[src/logic/ddc_defs.svh]
`ifndef DDC_DEFS_SVH
`define DDC_DEFS_SVH
`define DDC_CTRL 8'h00
`define DDC_GEOM 8'h04
`define DDC_ASZ 8'h08
`define DDC_LIM 8'h0c
`define DDC_WGT 8'h10
`define DDC_STAT 8'h14
`define DDC_ACTV 8'h18
`define DDC_CTRL_RST 32'h0000_0000
`define DDC_GEOM_RST 32'h0000_0000
`define DDC_LIM_RST 32'hffff_ffff
`define DDC_WGT_RST 32'h0101_0101
`define DDC_F_MODE 1:0
`define DDC_F_THR_RD 2
`define DDC_F_THR_WR 3
`define DDC_F_THERM 4
`define DDC_F_LIM 5
`define DDC_F_DENS 1:0
`define DDC_F_PAGE 4:3
`define DDC_F_RANKS 6:5
`define DDC_F_PRES 11:8
`define DDC_F_FAST 15:12
`define DDC_W_ACT 7:0
`define DDC_W_RD 15:8
`define DDC_W_WR 23:16
`define DDC_W_PRE 31:24
`define DDC_D1G 2'h2
`define DDC_BAD 2'h3
`define DDC_OKAY 2'h0
`define DDC_SLVERR 2'h2
`define DDC_DW 64
`define DDC_BL 4'h8
`define DDC_BEAT_W 3
`define DDC_COL_MIN 9
`define DDC_BANKS 8
`define DDC_ILV_BIT 6
`define DDC_TREFI_NS 7800
`define DDC_CLK_MHZ 50
`define DDC_REF_CYC ((`DDC_TREFI_NS * `DDC_CLK_MHZ) / 1000)
`define DDC_REF_POST 4'h8
`define DDC_WIN_CYC 1024
`endif

[src/logic/ddc_pkg.sv]
`default_nettype none
`include "ddc_defs.svh"
package ddc_pkg;
	typedef enum logic [1:0] {
		DDC_SINGLE = 2'h0,
		DDC_ASYM = 2'h1,
		DDC_ILV = 2'h2
	} ddc_mode_t;
	typedef enum logic [2:0] {DDC_NOP, DDC_ACT, DDC_RD, DDC_WR, DDC_PRE, DDC_REF} ddc_op_t;
	typedef enum logic [2:0] {S_IDLE, S_PRE, S_ACT, S_RW, S_RFP, S_RFR} ddc_st_t;
	typedef struct packed {
		logic [31:0] addr;
		logic wr;
		logic [`DDC_DW-1:0] wdata;
		logic [7:0] be;
	} ddc_req_t;
	typedef struct packed {
		logic ch;
		logic [1:0] rank;
		logic [2:0] bank;
		logic [15:0] row;
		logic [10:0] col;
		logic [2:0] beat;
	} ddc_loc_t;
	typedef struct packed {
		ddc_op_t op;
		logic [1:0] rank;
		logic [2:0] bank;
		logic [15:0] row;
		logic [10:0] col;
		logic all;
		logic [3:0] blen;
		logic [2:0] beat;
		logic [`DDC_DW-1:0] wdata;
		logic [`DDC_DW-1:0] byte_write_mask;
	} ddc_cmd_t;
endpackage : ddc_pkg
`default_nettype wire

[src/logic/ddc_top.sv]
// What this block does
// - Runs one channel or two channels
// - Each channel has a 64-bit data path
// - Asymmetric mode: channel 0 addresses first
// - Interleaved mode alternates channels per line
// - Common rate is that of slowest DIMM
// - Accepts 256M, 512M, 1G, x8 and x16
// - Four banks, or eight for 1G
// - Up to 32 open rows per channel
// - Decodes at most 4 GB
// - Page sizes of 4, 8, 16 KB
// - Burst length is always eight
// - Data mask protects unwritten bytes
// - Refresh placed in idle gaps, or forced when 8 are owed
// - Throttle reads/writes on heat or limits
// - Activity is weighted sum of commands
// - Configuration comes from software registers
`timescale 1ns/10ps
`default_nettype none
`include "ddc_defs.svh"
module ddc_top #(
	parameter int WIN_CYC = `DDC_WIN_CYC
) (
	// Clock and reset
	input wire logic i_core_clk,
	input wire logic i_rst_n,
	// AXI4-Lite register slave
	input wire logic i_axi_awvalid,
	output logic o_axi_awready,
	input wire logic [7:0] i_axi_awaddr,
	input wire logic i_axi_wvalid,
	output logic o_axi_wready,
	input wire logic [31:0] i_axi_wdata,
	input wire logic [3:0] i_axi_wstrb,
	output logic o_axi_bvalid,
	input wire logic i_axi_bready,
	output logic [1:0] o_axi_bresp,
	input wire logic i_axi_arvalid,
	output logic o_axi_arready,
	input wire logic [7:0] i_axi_araddr,
	output logic o_axi_rvalid,
	input wire logic i_axi_rready,
	output logic [31:0] o_axi_rdata,
	output logic [1:0] o_axi_rresp,
	// Request stream
	input wire logic i_req_valid,
	output logic o_req_ready,
	input wire ddc_pkg::ddc_req_t i_req,
	// Thermal sensor pin
	input wire logic i_therm_hot,
	// Memory side
	output ddc_pkg::ddc_cmd_t [1:0] o_cmd,
	output logic o_rate_667
);
	function automatic logic [31:0] wmask(input logic [31:0] o, input logic [31:0] d,
		input logic [3:0] s);
		logic [31:0] r;
		r = o;
		for (int i = 0; i < 4; i++) begin
			if (s[i]) r[i*8 +: 8] = d[i*8 +: 8];
		end
		return r;
	endfunction : wmask

	function automatic logic known(input logic [7:0] a);
		return a inside {`DDC_CTRL, `DDC_GEOM, `DDC_ASZ, `DDC_LIM, `DDC_WGT, `DDC_STAT,
			`DDC_ACTV};
	endfunction : known

	function automatic logic [4:0] ix(input ddc_pkg::ddc_loc_t l);
		return {l.rank, l.bank};
	endfunction : ix

	// Host address to channel, rank, bank, row, column
	function automatic ddc_pkg::ddc_loc_t dmap(input logic [31:0] a, input logic [31:0] g,
		input logic [1:0] m, input logic [31:0] asz);
		ddc_pkg::ddc_loc_t r;
		logic [31:0] l;
		logic [31:0] s;
		int cb;
		int bb;
		int rb;
		r = '0;
		l = a;
		case (ddc_pkg::ddc_mode_t'(m))
			ddc_pkg::DDC_ASYM: begin
				if (a >= asz) begin
					r.ch = 1'b1;
					l = a - asz;
				end
			end
			ddc_pkg::DDC_ILV: begin
				r.ch = a[`DDC_ILV_BIT];
				l = {1'b0, a[31:`DDC_ILV_BIT+1], a[`DDC_ILV_BIT-1:0]};
			end
			default: r.ch = 1'b0;
		endcase
		cb = `DDC_COL_MIN + int'(g[`DDC_F_PAGE]);
		bb = (g[`DDC_F_DENS] == `DDC_D1G) ? 3 : 2;
		rb = (g[`DDC_F_RANKS] == 2'h0) ? 0 : (g[`DDC_F_RANKS] == 2'h1) ? 1 : 2;
		r.beat = l[`DDC_BEAT_W+2:3];
		s = l >> 3;
		r.col = 11'(s & ((32'h1 << cb) - 32'h1)) & ~11'h7;
		s = s >> cb;
		r.bank = 3'(s & ((32'h1 << bb) - 32'h1));
		s = s >> bb;
		r.rank = 2'(s & ((32'h1 << rb) - 32'h1));
		r.row = 16'(s >> rb);
		return r;
	endfunction : dmap

	// Reset release
	logic [1:0] rff_q;
	logic rst_n_s;
	always_ff @(posedge i_core_clk or negedge i_rst_n) begin
		if (!i_rst_n) rff_q <= 2'h0;
		else rff_q <= {rff_q[0], 1'b1};
	end
	assign rst_n_s = rff_q[1];

	logic [31:0] ctrl_q;
	logic [31:0] geom_q;
	logic [31:0] asz_q;
	logic [31:0] lim_q;
	logic [31:0] wgt_q;
	logic [31:0] act_q;
	logic [3:0] pend_q;
	logic hot_q;
	logic thr;
	ddc_pkg::ddc_st_t st_q;
	logic [1:0] bcnt_q;
	logic [1:0] mode;
	assign mode = ctrl_q[`DDC_F_MODE];

	// AXI4-Lite write path
	logic aw_h_q;
	logic w_h_q;
	logic bv_q;
	logic [7:0] awa_q;
	logic [31:0] wd_q;
	logic [3:0] ws_q;
	logic [1:0] br_q;
	logic wdo;
	assign o_axi_awready = !aw_h_q && !bv_q;
	assign o_axi_wready = !w_h_q && !bv_q;
	assign o_axi_bvalid = bv_q;
	assign o_axi_bresp = br_q;
	assign wdo = aw_h_q && w_h_q && !bv_q;
	always_ff @(posedge i_core_clk or negedge rst_n_s) begin
		if (!rst_n_s) begin
			aw_h_q <= 1'b0;
			w_h_q <= 1'b0;
			bv_q <= 1'b0;
			awa_q <= 8'h00;
			wd_q <= 32'h0;
			ws_q <= 4'h0;
			br_q <= `DDC_OKAY;
		end else begin
			if (i_axi_awvalid && o_axi_awready) begin
				aw_h_q <= 1'b1;
				awa_q <= i_axi_awaddr;
			end
			if (i_axi_wvalid && o_axi_wready) begin
				w_h_q <= 1'b1;
				wd_q <= i_axi_wdata;
				ws_q <= i_axi_wstrb;
			end
			if (wdo) begin
				aw_h_q <= 1'b0;
				w_h_q <= 1'b0;
				bv_q <= 1'b1;
				br_q <= known(awa_q) ? `DDC_OKAY : `DDC_SLVERR;
			end else if (bv_q && i_axi_bready) begin
				bv_q <= 1'b0;
			end
		end
	end

	// Configuration registers
	always_ff @(posedge i_core_clk or negedge rst_n_s) begin
		if (!rst_n_s) begin
			ctrl_q <= `DDC_CTRL_RST;
			geom_q <= `DDC_GEOM_RST;
			asz_q <= 32'h0;
			lim_q <= `DDC_LIM_RST;
			wgt_q <= `DDC_WGT_RST;
		end else if (wdo) begin
			case (awa_q)
				`DDC_CTRL: ctrl_q <= wmask(ctrl_q, wd_q, ws_q);
				`DDC_GEOM: geom_q <= wmask(geom_q, wd_q, ws_q);
				`DDC_ASZ: asz_q <= wmask(asz_q, wd_q, ws_q);
				`DDC_LIM: lim_q <= wmask(lim_q, wd_q, ws_q);
				`DDC_WGT: wgt_q <= wmask(wgt_q, wd_q, ws_q);
				default: ;
			endcase
		end
	end

	// AXI4-Lite read path
	logic rv_q;
	logic [31:0] rd_q;
	logic [1:0] rr_q;
	logic [31:0] stat;
	logic gerr;
	assign gerr = geom_q[`DDC_F_DENS] == `DDC_BAD || geom_q[`DDC_F_PAGE] == 2'h3;
	assign stat = {23'h0, st_q == ddc_pkg::S_IDLE && bcnt_q == 2'h0, pend_q, gerr,
		o_rate_667, hot_q, thr};
	assign o_axi_arready = !rv_q;
	assign o_axi_rvalid = rv_q;
	assign o_axi_rdata = rd_q;
	assign o_axi_rresp = rr_q;
	always_ff @(posedge i_core_clk or negedge rst_n_s) begin
		if (!rst_n_s) begin
			rv_q <= 1'b0;
			rd_q <= 32'h0;
			rr_q <= `DDC_OKAY;
		end else if (i_axi_arvalid && o_axi_arready) begin
			rv_q <= 1'b1;
			rr_q <= known(i_axi_araddr) ? `DDC_OKAY : `DDC_SLVERR;
			case (i_axi_araddr)
				`DDC_CTRL: rd_q <= ctrl_q;
				`DDC_GEOM: rd_q <= geom_q;
				`DDC_ASZ: rd_q <= asz_q;
				`DDC_LIM: rd_q <= lim_q;
				`DDC_WGT: rd_q <= wgt_q;
				`DDC_STAT: rd_q <= stat;
				`DDC_ACTV: rd_q <= act_q;
				default: rd_q <= 32'h0;
			endcase
		end else if (rv_q && i_axi_rready) begin
			rv_q <= 1'b0;
		end
	end

	// Two-entry request buffer
	ddc_pkg::ddc_req_t buf_q [2];
	ddc_pkg::ddc_req_t head;
	logic bwp_q;
	logic brp_q;
	logic push;
	logic pop;
	logic hv;
	assign o_req_ready = bcnt_q != 2'h2;
	assign push = i_req_valid && o_req_ready;
	assign hv = bcnt_q != 2'h0;
	assign head = buf_q[brp_q];
	always_ff @(posedge i_core_clk) begin
		if (push) buf_q[bwp_q] <= i_req;
	end
	always_ff @(posedge i_core_clk or negedge rst_n_s) begin
		if (!rst_n_s) begin
			bcnt_q <= 2'h0;
			bwp_q <= 1'b0;
			brp_q <= 1'b0;
		end else begin
			if (push) bwp_q <= !bwp_q;
			if (pop) brp_q <= !brp_q;
			bcnt_q <= bcnt_q + {1'b0, push} - {1'b0, pop};
		end
	end

	// Thermal pin sync and DIMM rate
	logic [2:0] hs_q;
	always_ff @(posedge i_core_clk or negedge rst_n_s) begin
		if (!rst_n_s) begin
			hs_q <= 3'h0;
			hot_q <= 1'b0;
			o_rate_667 <= 1'b0;
		end else begin
			hs_q <= {hs_q[1:0], i_therm_hot};
			if (hs_q[1] == hs_q[2]) hot_q <= hs_q[2];
			// Any slow or absent-capability DIMM pulls all channels down
			o_rate_667 <= geom_q[`DDC_F_PRES] != 4'h0 &&
				(geom_q[`DDC_F_PRES] & ~geom_q[`DDC_F_FAST]) == 4'h0;
		end
	end

	// Refresh interval and backlog
	logic [$clog2(`DDC_REF_CYC)-1:0] rtim_q;
	logic rtick;
	logic ref_done;
	logic rforce;
	assign rtick = rtim_q == ($clog2(`DDC_REF_CYC))'(`DDC_REF_CYC - 1);
	assign rforce = pend_q == `DDC_REF_POST;
	always_ff @(posedge i_core_clk or negedge rst_n_s) begin
		if (!rst_n_s) begin
			rtim_q <= '0;
			pend_q <= 4'h0;
		end else begin
			rtim_q <= rtick ? '0 : rtim_q + 1'b1;
			if (rtick && !ref_done && !rforce) pend_q <= pend_q + 4'h1;
			else if (ref_done && !rtick) pend_q <= pend_q - 4'h1;
		end
	end

	// Weighted activity window and throttling
	logic [$clog2(WIN_CYC)-1:0] win_q;
	logic wend;
	logic lhit_q;
	logic [7:0] wnow;
	logic blk;
	ddc_pkg::ddc_req_t cur_q;
	assign wend = win_q == ($clog2(WIN_CYC))'(WIN_CYC - 1);
	always_comb begin
		case (st_q)
			ddc_pkg::S_ACT: wnow = wgt_q[`DDC_W_ACT];
			ddc_pkg::S_RW: wnow = cur_q.wr ? wgt_q[`DDC_W_WR] : wgt_q[`DDC_W_RD];
			ddc_pkg::S_PRE, ddc_pkg::S_RFP: wnow = wgt_q[`DDC_W_PRE];
			default: wnow = 8'h00;
		endcase
	end
	always_ff @(posedge i_core_clk or negedge rst_n_s) begin
		if (!rst_n_s) begin
			win_q <= '0;
			act_q <= 32'h0;
			lhit_q <= 1'b0;
		end else begin
			win_q <= wend ? '0 : win_q + 1'b1;
			act_q <= (wend ? 32'h0 : act_q) + {24'h0, wnow};
			// A hit in the closing cycle still counts: set wins over the window clear
			lhit_q <= (lhit_q && !wend) || (ctrl_q[`DDC_F_LIM] && act_q >= lim_q);
		end
	end
	assign thr = lhit_q || (ctrl_q[`DDC_F_THERM] && hot_q);
	assign blk = thr && (head.wr ? ctrl_q[`DDC_F_THR_WR] : ctrl_q[`DDC_F_THR_RD]);

	// Command sequencer with open-row table
	ddc_pkg::ddc_loc_t hloc;
	ddc_pkg::ddc_loc_t loc_q;
	logic [1:0] rk_q;
	logic [31:0] open_q [2];
	logic [15:0] row_q [2][32];
	logic refgo;
	logic ch1;
	logic [1:0] last;
	assign hloc = dmap(head.addr, geom_q, mode, asz_q);
	assign ch1 = mode != ddc_pkg::DDC_SINGLE;
	assign last = geom_q[`DDC_F_RANKS];
	// Refresh only steals cycles that have no runnable request, unless backlog is full
	assign refgo = pend_q != 4'h0 && (rforce || !hv || blk);
	assign pop = st_q == ddc_pkg::S_IDLE && !refgo && hv && !blk;
	assign ref_done = st_q == ddc_pkg::S_RFR && rk_q == last;
	always_ff @(posedge i_core_clk) begin
		if (pop) begin
			loc_q <= hloc;
			cur_q <= head;
		end
		if (st_q == ddc_pkg::S_ACT) row_q[loc_q.ch][ix(loc_q)] <= loc_q.row;
	end
	always_ff @(posedge i_core_clk or negedge rst_n_s) begin
		if (!rst_n_s) begin
			st_q <= ddc_pkg::S_IDLE;
			rk_q <= 2'h0;
			open_q[0] <= 32'h0;
			open_q[1] <= 32'h0;
			o_cmd <= '0;
		end else begin
			o_cmd <= '0;
			case (st_q)
				ddc_pkg::S_IDLE: begin
					if (refgo) begin
						st_q <= ddc_pkg::S_RFP;
						rk_q <= 2'h0;
					end else if (pop) begin
						if (!open_q[hloc.ch][ix(hloc)]) st_q <= ddc_pkg::S_ACT;
						else if (row_q[hloc.ch][ix(hloc)] == hloc.row) st_q <= ddc_pkg::S_RW;
						else st_q <= ddc_pkg::S_PRE;
					end
				end
				ddc_pkg::S_PRE: begin
					o_cmd[loc_q.ch].op <= ddc_pkg::DDC_PRE;
					o_cmd[loc_q.ch].rank <= loc_q.rank;
					o_cmd[loc_q.ch].bank <= loc_q.bank;
					open_q[loc_q.ch][ix(loc_q)] <= 1'b0;
					st_q <= ddc_pkg::S_ACT;
				end
				ddc_pkg::S_ACT: begin
					o_cmd[loc_q.ch].op <= ddc_pkg::DDC_ACT;
					o_cmd[loc_q.ch].rank <= loc_q.rank;
					o_cmd[loc_q.ch].bank <= loc_q.bank;
					o_cmd[loc_q.ch].row <= loc_q.row;
					open_q[loc_q.ch][ix(loc_q)] <= 1'b1;
					st_q <= ddc_pkg::S_RW;
				end
				ddc_pkg::S_RW: begin
					o_cmd[loc_q.ch].op <= cur_q.wr ? ddc_pkg::DDC_WR : ddc_pkg::DDC_RD;
					o_cmd[loc_q.ch].rank <= loc_q.rank;
					o_cmd[loc_q.ch].bank <= loc_q.bank;
					// Row rides along so the far side can confirm the hit decision
					o_cmd[loc_q.ch].row <= loc_q.row;
					o_cmd[loc_q.ch].col <= loc_q.col;
					o_cmd[loc_q.ch].blen <= `DDC_BL;
					o_cmd[loc_q.ch].beat <= loc_q.beat;
					o_cmd[loc_q.ch].wdata <= cur_q.wdata;
					// Only the addressed beat's enabled bytes are left unmasked
					if (cur_q.wr) o_cmd[loc_q.ch].byte_write_mask <=
						~({56'h0, cur_q.be} << {loc_q.beat, 3'h0});
					st_q <= ddc_pkg::S_IDLE;
				end
				ddc_pkg::S_RFP, ddc_pkg::S_RFR: begin
					for (int c = 0; c < 2; c++) begin
						if (c == 0 || ch1) begin
							o_cmd[c].op <= st_q == ddc_pkg::S_RFP ? ddc_pkg::DDC_PRE :
								ddc_pkg::DDC_REF;
							o_cmd[c].rank <= rk_q;
							o_cmd[c].all <= 1'b1;
							if (st_q == ddc_pkg::S_RFP)
								open_q[c] <= open_q[c] & ~(32'hff << {rk_q, 3'h0});
						end
					end
					if (st_q == ddc_pkg::S_RFP) st_q <= ddc_pkg::S_RFR;
					else if (rk_q == last) st_q <= ddc_pkg::S_IDLE;
					else begin
						rk_q <= rk_q + 2'h1;
						st_q <= ddc_pkg::S_RFP;
					end
				end
				default: st_q <= ddc_pkg::S_IDLE;
			endcase
		end
	end

	a_burst_eight: assert property (@(posedge i_core_clk) disable iff (!rst_n_s)
		o_cmd[0].op inside {ddc_pkg::DDC_RD, ddc_pkg::DDC_WR} |-> o_cmd[0].blen == `DDC_BL)
		else $error("burst length not eight");
	a_ilv_chan: assert property (@(posedge i_core_clk) disable iff (!rst_n_s)
		pop && mode == ddc_pkg::DDC_ILV |=> loc_q.ch == $past(head.addr[`DDC_ILV_BIT]))
		else $error("interleave channel not address bit 6");
	a_asym_chan: assert property (@(posedge i_core_clk) disable iff (!rst_n_s)
		pop && mode == ddc_pkg::DDC_ASYM |=> loc_q.ch == ($past(head.addr) >= $past(asz_q)))
		else $error("asymmetric channel wrong");
	a_mask_part: assert property (@(posedge i_core_clk) disable iff (!rst_n_s)
		o_cmd[0].op == ddc_pkg::DDC_WR |-> $countones(~o_cmd[0].byte_write_mask) <= 8)
		else $error("write leaves other beats unmasked");
	a_ref_force: assert property (@(posedge i_core_clk) disable iff (!rst_n_s)
		st_q == ddc_pkg::S_IDLE && rforce |=> st_q == ddc_pkg::S_RFP ##1 st_q == ddc_pkg::S_RFR)
		else $error("forced refresh not started");
	a_ref_cap: assert property (@(posedge i_core_clk) disable iff (!rst_n_s)
		pend_q <= `DDC_REF_POST)
		else $error("refresh backlog overflow");
	a_thr_block: assert property (@(posedge i_core_clk) disable iff (!rst_n_s)
		thr && ctrl_q[`DDC_F_THR_RD] && ctrl_q[`DDC_F_THR_WR] |-> !pop)
		else $error("request taken while throttled");
	a_act_sum: assert property (@(posedge i_core_clk) disable iff (!rst_n_s)
		st_q == ddc_pkg::S_ACT && !wend |=>
			act_q == $past(act_q) + {24'h0, $past(wgt_q[`DDC_W_ACT])})
		else $error("activate weight not added");
	a_bank_four: assert property (@(posedge i_core_clk) disable iff (!rst_n_s)
		o_cmd[0].op == ddc_pkg::DDC_ACT && geom_q[`DDC_F_DENS] != `DDC_D1G
			&& $stable(geom_q) |-> !o_cmd[0].bank[2])
		else $error("bank above three on four-bank part");
	a_single_ch: assert property (@(posedge i_core_clk) disable iff (!rst_n_s)
		(mode == ddc_pkg::DDC_SINGLE)[*2] |-> o_cmd[1].op == ddc_pkg::DDC_NOP)
		else $error("second channel used in single mode");
endmodule : ddc_top
`default_nettype wire

[config.mk]
export PLATFORM = sky130hd
export DESIGN_NAME = ddc_top
export DESIGN_NICKNAME = d
export VERILOG_FILES = /design/src/logic/ddc_pkg.sv /design/src/logic/ddc_top.sv
export VERILOG_INCLUDE_DIRS = /design/src /design/src/logic
export SDC_FILE = /design/constraint.sdc
export NUM_CORES = 2
export LEC_CHECK = 0
export BUFFER_PORTS_ARGS = -buffer_cell sky130_fd_sc_hd__buf_2
export CORE_AREA = 4 4 647 328
export CTS_BUF_LIST = sky130_fd_sc_hd__clkbuf_4
export CTS_CLUSTER_SIZE = 14
export DETAILED_ROUTE_END_ITERATION = 7
export DIE_AREA = 0 0 651 332
export HOLD_SLACK_MARGIN = 0.05
export SETUP_SLACK_MARGIN = 0.15
export SYNTH_ARGS = -nofsm -noshare
export SYNTH_HDL_FRONTEND = slang
export SYNTH_SLANG_ARGS = --single-unit
[constraint.sdc]
create_clock -name i_core_clk -period 19.3 [get_ports i_core_clk]
set_input_delay 4.825 -clock i_core_clk [delete_from_list [all_inputs] [get_ports i_core_clk]]
set_output_delay 4.825 -clock i_core_clk [all_outputs]
set_load 0.05 [all_outputs]
==> metrics.cfg <==
[global_route]
grtUsageTotal = 0.232
grt_pass1_vias = 54600
grt_overflow_total = 0
grt_antenna_before_repair = 36
grt_pass1_wl_um = 375000
grt_max_degree = 242

[placement]
port_buffers = 536
hpwlAfterDp_um = 163000
gp_congestion = 0.883

[timing]
worstMarginPinSlew_ns = 1.42
setup_tns_ns = 0
setup_viol = 0
max-slew-margin-rel = 0.0555
skew_ns = 0.161
grt_setup_unrepaired = no
drv_slew = 0
min_period_over_period = 0.483
finalHoldViolations = 0
clock.fmax_mhz = 107
min_period_ns = 9.33

[clock_tree]
h-tree-depth = 5
cts_resized = 0
clock-root-buffer = clkbuf_4
cts_tree = done
clkLatencyLatePin_ns = 1.24
cts_made_buffers = 453
cts-hold-fix-buffers = 0
clock-sinks = 2048
clk_pin_slew_worst_paths_ns = 0.07
cts_setup_buffers = 0
cts_buffer_depth = 4

[synth]
syn_area_per_cell_um2 = 13.5
synth_cell_types = 99
synth.most_common_cell = edfxtp_1
synthFlopType = edfxtp_1
synth_seq_cells = 2048
synth-seq-area-share = 0.688
synthTopCellsByCount = edfxtp_1, nand2_1, dfrtp_1
synth_area_mm2 = 0.0843
synth_cells = 6242
async_flop_share = 0.346
synthTopCellsByArea = edfxtp_1, dfrtp_1, mux2_2
synth_top_area_cell = edfxtp_1
synth_warnings = 0
synth-edff-count = 1340
yosysTopAreaCellShare = 0.477

[floorplanning]
num_rows = 118
start_util = 0.409
dieArea_mm2 = 0.216
dieHeight_um = 332
io_pins = 551
fp.coreArea_mm2 = 0.206
die_x_um = 651

[worst_setup_path]
critPathLaunchType = flop
cp.required_ns = 20.45
path_common_cell = buf_4
crit_slowest_cell = dfrtp_4
criticalPathCategory = flop to flop
crit_path_end_kind = flop
arrival_ns = 10.48
path_cells = mux2i_1 -> inv_1 -> ha_1 -> nand2_1 -> or3_1 -> a311oi_2 -> o31a_2 -> o21ai_2 -> o221ai_1 -> o211ai_1 -> and2_4 -> clkinv_16 -> buf_4 -> buf_4 -> buf_4 -> mux4_2 -> a22oi_1 -> a21oi_1 -> or2_0 -> nor3_1 -> xnor2_1 -> nand4b_1 -> nor4_1 -> a31o_1
path_max_fanout = 241
max_stage_delay_ns = 0.90

[route]
drc = 0
post_drt_wl_per_cell_um = 25.3
first_pass_iters = 6
ant_nets = 0
via_count = 56100
wirelength_um = 258000
drt_iter0_drc = 6248
vias_per_cell = 5.51

[final_layout]
final_nets = 7297
n_fill_cell = 18600
fin_util = 0.468
drive_above_1_share = 0.264
area_growth_pct = 14.4

[hold_path]
hold_path_class = flop to async pin

[job]
maxCapViolCount = 0

[power]
finalPower_w = 0.0138
ir_drop_mv = 0.113
power.density_mw_per_mm2 = 143
leakage_nw = 38.8

[status]
status = completed

cell families (layout without fill, tap and decap cells):
logic type      Yosys count  after routing  share of synthesized area
simple gates           1974           1974                      0.107
mux                     625            625                     0.0876
flops                  2048           2048                      0.688
other cells               2             32                  0.0000890
buf+inv                 496           1644                     0.0254
compound gates          928            928                     0.0705
fa+ha+maj                89             89                     0.0134
xor+xnor                 80             80                    0.00831
power breakdown:
part	total [W]	internal (W)	leakage, nW	switching, W
logic	0.00439	0.00127	13.6	0.00312
registers	0.00591	0.00554	21.6	0.000378
clock network	0.00350	0.00177	3.58	0.00173
flip-flops by register name, indices dropped and copies added (netlist names), 4 cells and up:
| register | cells |
|---|---|
| awa_q | 8 |
| act_q | 32 |
| rtim_q | 9 |
| ws_q | 4 |
| cur_q | 73 |
| row_q | 1024 |
| loc_q | 33 |
| win_q | 10 |
| ctrl_q | 32 |
| wd_q | 32 |
| lim_q | 32 |
| open_q | 64 |
| o_cmd | 330 |
| pend_q | 4 |
| o_axi_rdata | 32 |
| asz_q | 32 |
| wgt_q | 32 |
| geom_q | 32 |
| buf_q | 210 |
routing by layer:
layer | track usage | wire, um | vias up
met3 | 0.0487 | 21300 | 467
li1 | - | - | 24800
met1 | 0.331 | 112000 | 28300
met5 | 0 | 130 | -
met2 | 0.358 | 117000 | 2474
met4 | 0.0711 | 7160 | 20
area by class of cell:
cell class | count | area, um2 | area share
Timing Repair Buffer | 710 | 4000 | 0.0415
Inverter | 119 | 478 | 0.00495
Clock inverter | 105 | 676 | 0.00700
Sequential cell | 2048 | 58000 | 0.601
Clock buffer | 710 | 5330 | 0.0552
Tap cell | 2760 | 3450 | 0.0358
Multi-Input combinational cell | 3711 | 24500 | 0.254
Antenna cell | 17 | 42.5 | 0.000441
critical path: cells and delay by family (launching register included):
family,cells,cell delay [ns]
DFF,1,0.90
xor gates and xnor gates,1,0.09
buffers and inverters,5,2.61
muxes,2,0.86
AOI/OAI and AO/OA,8,1.92
adders and majority gates,1,0.45
and+or+nand+nor,7,1.82
cells in the final DEF, fill, tap and decap left out, drive strengths merged, types with 34 or more instances in the layout:
cell    instances
buf           710
nand2         904
nor2          243
a31oi          71
clkbuf        710
xor2           41
clkinv         90
inv           120
nand3         390
a221oi         34
nor3           35
dfstp          36
dfrtp         672
and3           41
ha             86
edfxtp       1340
o21ai         226
xnor2          39
mux4           58
a21oi         267
mux2          324
mux2i         243
a32oi          76
and2          210
final timing paths:
kind                       startpoint          to  slack, ns  cells after the start
max in group asynchronous    rff_q[1]  o_cmd[258]      14.81                      5
setup reg to reg                brp_q     st_q[1]       9.97                     24
setup / recovery                brp_q     st_q[1]       9.97                     24
min in group i_core_clk      rff_q[0]    rff_q[1]       0.36                      0
hold reg to reg              rff_q[1]    wd_q[22]       0.18                      0
hold / removal               rff_q[1]    wd_q[22]       0.18                      0
metrics by stage:
step                      worst slack, ns  area (um2)  std cells  hold slack [ns]
after CTS                           10.11       96500      10200            0.186
after global routing                 9.41       96500      10200            0.195
after floorplan                      7.61       84400       6255            0.331
after global placement              10.36       90500       9348            0.178
final                                9.97       96500      10200            0.177
after detailed placement            10.17       90500       9348            0.180
(Power assumes the default switching activity.)
